--- src/inc/mmdia_pkg.sv ---
/*
  shared constants, field layouts and carrier types for the management
  register slice with the indirect access pair.
  assumes a 5-bit clause 22 register address and 16-bit register data.
*/
package mmdia_pkg;

  // ----------------------------------------
  // register offsets
  // ----------------------------------------
  localparam logic [4:0] OFS_IDENT_HIGH = 5'h02;
  localparam logic [4:0] OFS_IDENT_LOW  = 5'h03;
  localparam logic [4:0] OFS_CONTROL    = 5'h0d;
  localparam logic [4:0] OFS_WINDOW     = 5'h0e;

  // ----------------------------------------
  // field positions and reset values
  // ----------------------------------------
  localparam int FUNC_MSB      = 15;
  localparam int FUNC_LSB      = 14;
  localparam int DEVSEL_MSB    = 4;
  localparam int DEVSEL_LSB    = 0;
  localparam int ORGLOW_LSB    = 10;
  localparam int MODEL_LSB     = 4;
  localparam int REV_LSB       = 0;
  localparam logic [15:0] CONTROL_RESET = 16'h0000;
  localparam logic [15:0] WINDOW_RESET  = 16'h0000;
  localparam logic [15:0] UNMAPPED_READ = 16'h0000;

  // ----------------------------------------
  // access functions and carriers
  // ----------------------------------------
  typedef enum logic [1:0] {
    FN_ADDRESS   = 2'h0,
    FN_DATA      = 2'h1,
    FN_DATA_INC  = 2'h2,
    FN_DATA_WINC = 2'h3
  } mmdia_func_type;

  typedef struct packed {
    logic [4:0]  addr;
    logic        write;
    logic [15:0] wdata;
  } mmdia_mgmt_req_type;

  typedef struct packed {
    logic [4:0]  devsel;
    logic [15:0] regaddr;
    logic        write;
    logic [15:0] wdata;
  } mmdia_mmd_req_type;

  function automatic logic [15:0] next_addr(input logic [15:0] a);
    next_addr = a + 16'h0001;
  endfunction : next_addr

endpackage : mmdia_pkg

--- src/rtl/mmdia_addr_store.sv ---
/*
  per-mmd stored register address, one word per device select value.
  assumes writes come from the access port one at a time; read is combinational.
*/
`timescale 1ns/1ps
module mmdia_addr_store #(
  parameter int DEVICES = 32
) (
  input  wire logic        mclk,
  input  wire logic        rstn,
  input  wire logic        ce,
  input  wire logic        wr_en,
  input  wire logic [4:0]  sel,
  input  wire logic [15:0] wr_data,
  output logic      [15:0] rd_data
);

  // one word per five-bit device select at most
  if (DEVICES < 1 || DEVICES > 32) begin : g_bad_devices
    $error("DEVICES must be 1..32");
  end

  logic [15:0] addr_mem_q [DEVICES];
  wire         sel_ok = 32'(sel) < DEVICES;

  assign rd_data = sel_ok ? addr_mem_q[sel] : 16'h0000;

  // all stored addresses clear at reset so a fresh window access starts at zero
  always_ff @(posedge mclk or negedge rstn) begin
    if (!rstn) begin
      for (int i = 0; i < DEVICES; i++) addr_mem_q[i] <= mmdia_pkg::WINDOW_RESET;
    end else if (ce && wr_en && sel_ok) begin
      addr_mem_q[sel] <= wr_data;
    end
  end

endmodule : mmdia_addr_store

--- src/rtl/mmdia_core.sv ---
/*
  management register slice: identifier pair plus indirect control and
  window registers that forward accesses into the mmd address space.
  assumes one management request at a time, held off while busy_q is high,
  and an mmd side that answers each forwarded access with mmd_ack.
*/
`timescale 1ns/1ps
module mmdia_core #(
  parameter logic [15:0] ORG_CODE_HIGH = 16'h1234, // arbitrary value
  parameter logic [5:0]  ORG_LOW_BITS  = 6'h15,    // arbitrary value
  parameter logic [3:0]  REVISION      = 4'h5,     // arbitrary value
  parameter int          DEVICES       = 32
) (
  input  wire logic                         mclk,
  input  wire logic                         rstn,
  input  wire logic                         ce,
  input  wire logic [5:0]                   model_strap,
  input  wire logic                         req,
  input  wire mmdia_pkg::mmdia_mgmt_req_type req_data,
  output logic                              ack_q,
  output logic      [15:0]                  rd_data_q,
  output logic                              busy_q,
  output logic                              mmd_valid_q,
  output mmdia_pkg::mmdia_mmd_req_type      mmd_req_q,
  input  wire logic                         mmd_ack,
  input  wire logic [15:0]                  mmd_rdata
);

  // ----------------------------------------
  // state
  // ----------------------------------------
  typedef enum logic {ST_IDLE, ST_WAIT} mmdia_state_type;

  mmdia_state_type                 state_q;
  logic            [1:0]           func_q;
  logic            [4:0]           devsel_q;
  logic            [5:0]           model_q;
  logic                            strap_taken_q;
  logic                            pend_write_q;
  mmdia_state_type                 state_d;
  logic                            busy_d;
  logic                            ack_d;
  logic            [15:0]          rd_data_d;
  logic                            mmd_valid_d;
  mmdia_pkg::mmdia_mmd_req_type    mmd_req_d;
  mmdia_pkg::mmdia_mmd_req_type    fwd_req;
  logic                            pend_write_d;

  // ----------------------------------------
  // parameter checks
  // ----------------------------------------
  // the address store holds at most one word per five-bit device select
  if (DEVICES < 1 || DEVICES > 32) begin : g_bad_devices
    $error("DEVICES must be 1..32");
  end

  // ----------------------------------------
  // control field helpers
  // ----------------------------------------
  // reset and write both slice the same fields, so the slicing lives in one place
  function automatic logic [1:0] func_field(input logic [15:0] word);
    func_field = word[mmdia_pkg::FUNC_MSB:mmdia_pkg::FUNC_LSB];
  endfunction : func_field

  function automatic logic [4:0] devsel_field(input logic [15:0] word);
    devsel_field = word[mmdia_pkg::DEVSEL_MSB:mmdia_pkg::DEVSEL_LSB];
  endfunction : devsel_field

  localparam logic [1:0] FUNC_RESET   = func_field(mmdia_pkg::CONTROL_RESET);
  localparam logic [4:0] DEVSEL_RESET = devsel_field(mmdia_pkg::CONTROL_RESET);

  // ----------------------------------------
  // decode
  // ----------------------------------------
  wire                  take      = ce && req && (state_q == ST_IDLE);
  wire                  hit_ctl   = req_data.addr == mmdia_pkg::OFS_CONTROL;
  wire                  hit_win   = req_data.addr == mmdia_pkg::OFS_WINDOW;
  wire                  fn_addr   = func_q == mmdia_pkg::FN_ADDRESS;
  wire                  fwd       = take && hit_win && !fn_addr;
  wire                  done      = ce && (state_q == ST_WAIT) && mmd_ack;
  wire                  ctl_wr    = take && hit_ctl && req_data.write;
  wire [15:0]           stored;
  wire [15:0]           ident_low = {ORG_LOW_BITS, model_q, REVISION};
  wire [15:0]           control_rd = {func_q, 9'h000, devsel_q};

  // post-increment only on function 10 (any access) or 11 (writes)
  wire                  bump      = done && ((func_q == mmdia_pkg::FN_DATA_INC)
                                  || (func_q == mmdia_pkg::FN_DATA_WINC && pend_write_q));
  wire                  addr_wr   = take && hit_win && fn_addr && req_data.write;
  wire                  store_we  = addr_wr || bump;
  wire [15:0]           store_wd  = addr_wr ? req_data.wdata : mmdia_pkg::next_addr(stored);

  logic [15:0] rd_mux;
  always_comb begin
    unique case (req_data.addr)
      mmdia_pkg::OFS_IDENT_HIGH: rd_mux = ORG_CODE_HIGH;
      mmdia_pkg::OFS_IDENT_LOW:  rd_mux = ident_low;
      mmdia_pkg::OFS_CONTROL:    rd_mux = control_rd;
      mmdia_pkg::OFS_WINDOW:     rd_mux = stored;
      default:                   rd_mux = mmdia_pkg::UNMAPPED_READ;
    endcase
  end

  // ----------------------------------------
  // stored address per mmd
  // ----------------------------------------
  mmdia_addr_store #(.DEVICES(DEVICES)) u_store (
    .mclk    (mclk),
    .rstn    (rstn),
    .ce      (ce),
    .wr_en   (store_we),
    .sel     (devsel_q),
    .wr_data (store_wd),
    .rd_data (stored)
  );

  // ----------------------------------------
  // strap capture
  // ----------------------------------------
  // taken on the first enabled edge after reset release, never under reset;
  // a strap change after that is only seen after the next reset
  always_ff @(posedge mclk or negedge rstn) begin
    if (!rstn) begin
      strap_taken_q <= 1'b0;
      model_q       <= 6'h00;
    end else if (ce && !strap_taken_q) begin
      strap_taken_q <= 1'b1;
      model_q       <= model_strap;
    end
  end

  // ----------------------------------------
  // control register
  // ----------------------------------------
  always_ff @(posedge mclk or negedge rstn) begin
    if (!rstn) begin
      func_q   <= FUNC_RESET;
      devsel_q <= DEVSEL_RESET;
    end else if (ctl_wr) begin
      func_q   <= func_field(req_data.wdata);
      devsel_q <= devsel_field(req_data.wdata);
    end
  end

  // ----------------------------------------
  // access sequencing
  // ----------------------------------------
  // id registers ignore writes; data-mode window accesses wait for the mmd.
  // next values are plain selections so every register block below stays flat
  wire                  local_ans = take && !fwd;
  wire                  local_rd  = local_ans && !req_data.write;
  wire                  mmd_rd    = done && !pend_write_q;

  assign fwd_req      = '{devsel:  devsel_q,
                          regaddr: stored,
                          write:   req_data.write,
                          wdata:   req_data.wdata};
  assign state_d      = fwd ? ST_WAIT : (done ? ST_IDLE : state_q);
  assign busy_d       = fwd || (busy_q && !done);
  assign ack_d        = local_ans || done;
  assign rd_data_d    = local_rd ? rd_mux : (mmd_rd ? mmd_rdata :
                        ((local_ans || done) ? 16'h0000 : rd_data_q));
  assign mmd_valid_d  = fwd;
  assign mmd_req_d    = fwd ? fwd_req : mmd_req_q;
  assign pend_write_d = fwd ? req_data.write : pend_write_q;

  // ----------------------------------------
  // sequencing registers
  // ----------------------------------------
  // busy_q mirrors the wait state so the master sees the hold-off without decoding state
  always_ff @(posedge mclk or negedge rstn) begin
    if (!rstn) begin
      state_q <= ST_IDLE;
      busy_q  <= 1'b0;
    end else if (ce) begin
      state_q <= state_d;
      busy_q  <= busy_d;
    end
  end

  // answer pulses last one enabled cycle; a low ce stretches them
  always_ff @(posedge mclk or negedge rstn) begin
    if (!rstn) begin
      ack_q       <= 1'b0;
      mmd_valid_q <= 1'b0;
    end else if (ce) begin
      ack_q       <= ack_d;
      mmd_valid_q <= mmd_valid_d;
    end
  end

  always_ff @(posedge mclk or negedge rstn) begin
    if (!rstn) begin
      rd_data_q <= 16'h0000;
    end else if (ce) begin
      rd_data_q <= rd_data_d;
    end
  end

  // the forwarded request stands until the next forward so the mmd may sample it late
  always_ff @(posedge mclk or negedge rstn) begin
    if (!rstn) begin
      mmd_req_q    <= '0;
      pend_write_q <= 1'b0;
    end else if (ce) begin
      mmd_req_q    <= mmd_req_d;
      pend_write_q <= pend_write_d;
    end
  end

endmodule : mmdia_core

--- config.mk ---
export PLATFORM = sky130hd
export DESIGN_NAME = mmdia_core
export DESIGN_NICKNAME = d
export VERILOG_FILES = /design/src/inc/mmdia_pkg.sv /design/src/rtl/mmdia_addr_store.sv /design/src/rtl/mmdia_core.sv
export SDC_FILE = /design/constraint.sdc
export NUM_CORES = 1
export LEC_CHECK = 0
export BUFFER_PORTS_ARGS = -buffer_cell sky130_fd_sc_hd__buf_2
export CELL_PAD_IN_SITES_DETAIL_PLACEMENT = 1
export CELL_PAD_IN_SITES_GLOBAL_PLACEMENT = 2
export CORE_ASPECT_RATIO = 0.8
export CORE_UTILIZATION = 44
export CTS_BUF_LIST = sky130_fd_sc_hd__clkbuf_16
export CTS_CLUSTER_SIZE = 14
export DETAILED_ROUTE_END_ITERATION = 8
export HOLD_SLACK_MARGIN = 0.15
export PLACE_DENSITY_LB_ADDON = 0.1
export SYNTH_ARGS = -nofsm -noshare
export SYNTH_HDL_FRONTEND = slang
export SYNTH_SLANG_ARGS = --single-unit
--- constraint.sdc ---
create_clock -name mclk -period 5.45 [get_ports mclk]
set_input_delay 1.09 -clock mclk [delete_from_list [all_inputs] [get_ports mclk]]
set_output_delay 1.09 -clock mclk [all_outputs]
set_load 0.02 [all_outputs]
==> flow_summary.json <==
{
  "final_antenna_net_count": 0,
  "die_h_um": 220.0,
  "die-area_um2": 60380,
  "grt_pass1_wl_um": 138000,
  "use_met2_pct": 48.47,
  "fp.dieW_um": 274.5,
  "cellLeakagePower_nw": 13.12,
  "fin_util_pct": 51.21,
  "p_int_mw": 7.070,
  "synth_edf_count": 0,
  "fmax_ghz": 0.2123,
  "final_net_count": 2704,
  "clk_path_buf_depth": 3,
  "cts_setup_buffers": 0,
  "antenna_found_initial": 0,
  "syn_area_per_cell_um2": 10.06,
  "ys_warn_count": 0,
  "status": "complete, but fails checks",
  "crit_cells": 11,
  "cp-start-kind": "flip-flop",
  "area_delta_synth_final_pct": 14.48,
  "fin_tns_setup_ns": 0,
  "power.switching_mw": 2.404,
  "pin_count": 106,
  "htree_levels": 2,
  "drc": 7,
  "io_buffers": 105,
  "p_total_mw": 9.474,
  "timing.slew.headroom_pct": 18.29,
  "ys.flop_type": "dfrtp_1",
  "cts.clk_slew.worst_paths_ns": 0.07,
  "crit_top_cell": "buf_4",
  "cp-end-kind": "flip-flop",
  "violations": "DRC",
  "peakVddDrop_mv": 0.2934,
  "antennaDiodeCount": 0,
  "track_usage_pct": 31.06,
  "cts_resized": 0,
  "async_reset_ff_share_pct": 100.0,
  "firstDrtPassIters": 7,
  "critPathTopFamily": "simple AND/OR/NAND/NOR gates",
  "worstHoldPathType": "input pin to async pin",
  "synth_top_area_share_pct": 55.92,
  "met1_usage_pct": 44.64,
  "synthCells": 2599,
  "cts_root_buffer": "clkbuf_16",
  "gp_congestion": 0.8385,
  "clkSinkCount": 584,
  "clock_skew_ns": 0.01626,
  "hold_viol": 0,
  "top_usage_layer": "met2",
  "period_needed_ns": 4.711,
  "syn_nets": 2649,
  "max_cap_viol_count": 0,
  "critPathBufInv": 2,
  "power.density_nw_per_um2": 316.7,
  "fillCellCount": 6332,
  "wl_per_cell_um": 26.77,
  "path_cells": "or4b_1 -> buf_4 -> o22ai_1 -> nor4_1 -> nand2_2 -> nand4_2 -> nor4b_1 -> nor3_1 -> a221oi_4 -> buf_4 -> a21oi_1",
  "grt_max_degree": 130,
  "worstMarginPinSlew_ns": 1.226,
  "dp_hpwl_um": 60720,
  "p_seq_share_pct": 47.3,
  "setup_viol_count_final": 0,
  "grt.met3_usage_pct": 3.999,
  "grt_pass1_vias": 21090,
  "worstPathArrival_ns": 5.19,
  "cp_data_required_time_ns": 5.93,
  "ys_types": 59,
  "synthTopCellsByCount": "584 x dfrtp_1, 510 x nor2_1, 497 x a21oi_1, 241 x mux2i_1, 163 x clkbuf_1",
  "power.clock.fraction_pct": 44.7,
  "start_util_pct": 44.74,
  "drt_wl_total_um": 92900,
  "slowest_delay_ns": 0.86,
  "row_count": 79,
  "synth-seq-area-share_pct": 55.92,
  "initialDrtViolationCount": 1676,
  "synth.most_common_cell": "dfrtp_1",
  "cts_tree": "done",
  "min_period_over_period_pct": 86.44,
  "num_vias": 20830,
  "layout-drive-gt1-share_pct": 16.92,
  "yosys-top-cells-area": "dfrtp_1 56%, a21oi_1 9.5%, mux2i_1 9.2%, nor2_1 7.3%, o22ai_1 2.8%",
  "grt_setup_unrepaired": "false",
  "slowest_stage": "nor4b_1",
  "insertion_delay_ns": 0.65,
  "synth_area_um2": 26130,
  "p_sw_share_pct": 25.37,
  "synth-seq-cells": 584,
  "grt-ovfl-total": 0,
  "p_comb_share_pct": 8.0,
  "cts_buffers": 60,
  "yosysTopAreaCell": "dfrtp_1",
  "core_um2": 58420,
  "cts_hold_repair.buffers": 0,
  "viasPerCell": 6.001,
  "timing.hold.ws_ns": 0.4410,
  "ff2ff_path_depth": 11,
  "crit_fanout": 32,
  "final_max_slew_viol_count": 0,
  "path_class": "flip-flop to flip-flop"
}
## power by group through the flow
| stage | Combinational, mW | Clock, mW | Sequential, mW |
|---|---|---|---|
| 2_1_floorplan | 0.363 | 0 | 4.60 |
| 3_3_place_gp | 0.741 | 0 | 4.55 |
| 3_5_place_dp | 0.753 | 0 | 4.56 |
| 4_1_cts | 0.757 | 4.31 | 4.48 |
| 5_1_grt | 0.802 | 4.47 | 4.49 |
| 6_report | 0.754 | 4.24 | 4.48 |
## cell type report
cell class / instances / area, µm² / area share [%]
sequential: 584 / 14620 / 48.86
clock buffer: 60 / 1501 / 5.019
timing repair buffer: 215 / 1461 / 4.885
multi-input combinational: 1790 / 10880 / 36.37
inverter: 3 / 11.26 / 0.03764
tap: 769 / 962.2 / 3.216
clock inverter: 49 / 481.7 / 1.610
## cells in the final DEF (no fill, tap or decap), types with 4 or more instances in the layout
cell	n
a21o_1	5
a21oi_1	492
a21oi_2	35
a221oi_1	4
a22oi_1	20
and2_1	5
buf_12	8
buf_2	104
buf_4	102
bufinv_16	9
clkbuf_16	60
clkinv_1	19
clkinv_2	10
clkinvlp_4	4
dfrtp_1	583
inv_1	7
mux2_2	44
mux2i_1	240
mux4_2	8
nand2_1	88
nand2_2	8
nand2b_1	4
nand3_1	10
nand4_1	4
nand4b_1	4
nand4bb_1	6
nor2_1	475
nor2_4	32
nor2b_1	4
nor3_1	5
nor4_1	29
o21ai_0	84
o22ai_1	117
or3_1	4
or4b_1	4
xor2_1	6
## metal layers
metal,part of all wire (%),vias up
met2,46,532
li1,-,9249
met1,46,10890
met5,0,-
met4,3.2,0
met3,5.1,154
## flip-flops by register name, indices dropped and copies added, names as in the netlist, 2 cells and up
| name | count |
|---|---|
| model_q | 6 |
| u_store.addr_mem_q | 512 |
| rd_data_q | 16 |
| devsel_q | 5 |
| func_q | 2 |
| mmd_req_q | 37 |
## final timing paths
path,from,endpoint,slack [ns]
max in group asynchronous,rstn,u_store.addr_mem_q[372],3.70
worst max register to register,devsel_q[3],u_store.addr_mem_q[155],0.74
min in group mclk,mmd_valid_q,mmd_valid_q,0.48
worst max-delay path,devsel_q[3],u_store.addr_mem_q[155],0.74
worst min-delay path,rstn,u_store.addr_mem_q[263],0.44
worst min register to register,mmd_valid_q,mmd_valid_q,0.48
## cell families after synthesis
logic type	synth area share, %
buffers and inverters	3.873
AOI/OAI and AO/OA	16.48
DFF	55.92
and+or+nand+nor	11.60
xor gates and xnor gates	0.2681
adders and majority gates	0.04787
muxes	11.82
## per-stage QoR
stage	cell area [µm²]	cells	worst slack, ns
floorplan	26130	2599	1.913
global placement	27930	3361	1.001
detailed placement	27930	3361	0.8548
CTS	29920	3470	0.8687
global route	29920	3470	0.5451
finish	29920	3470	0.7392
Note: power is estimated with default switching activity, not from simulation.
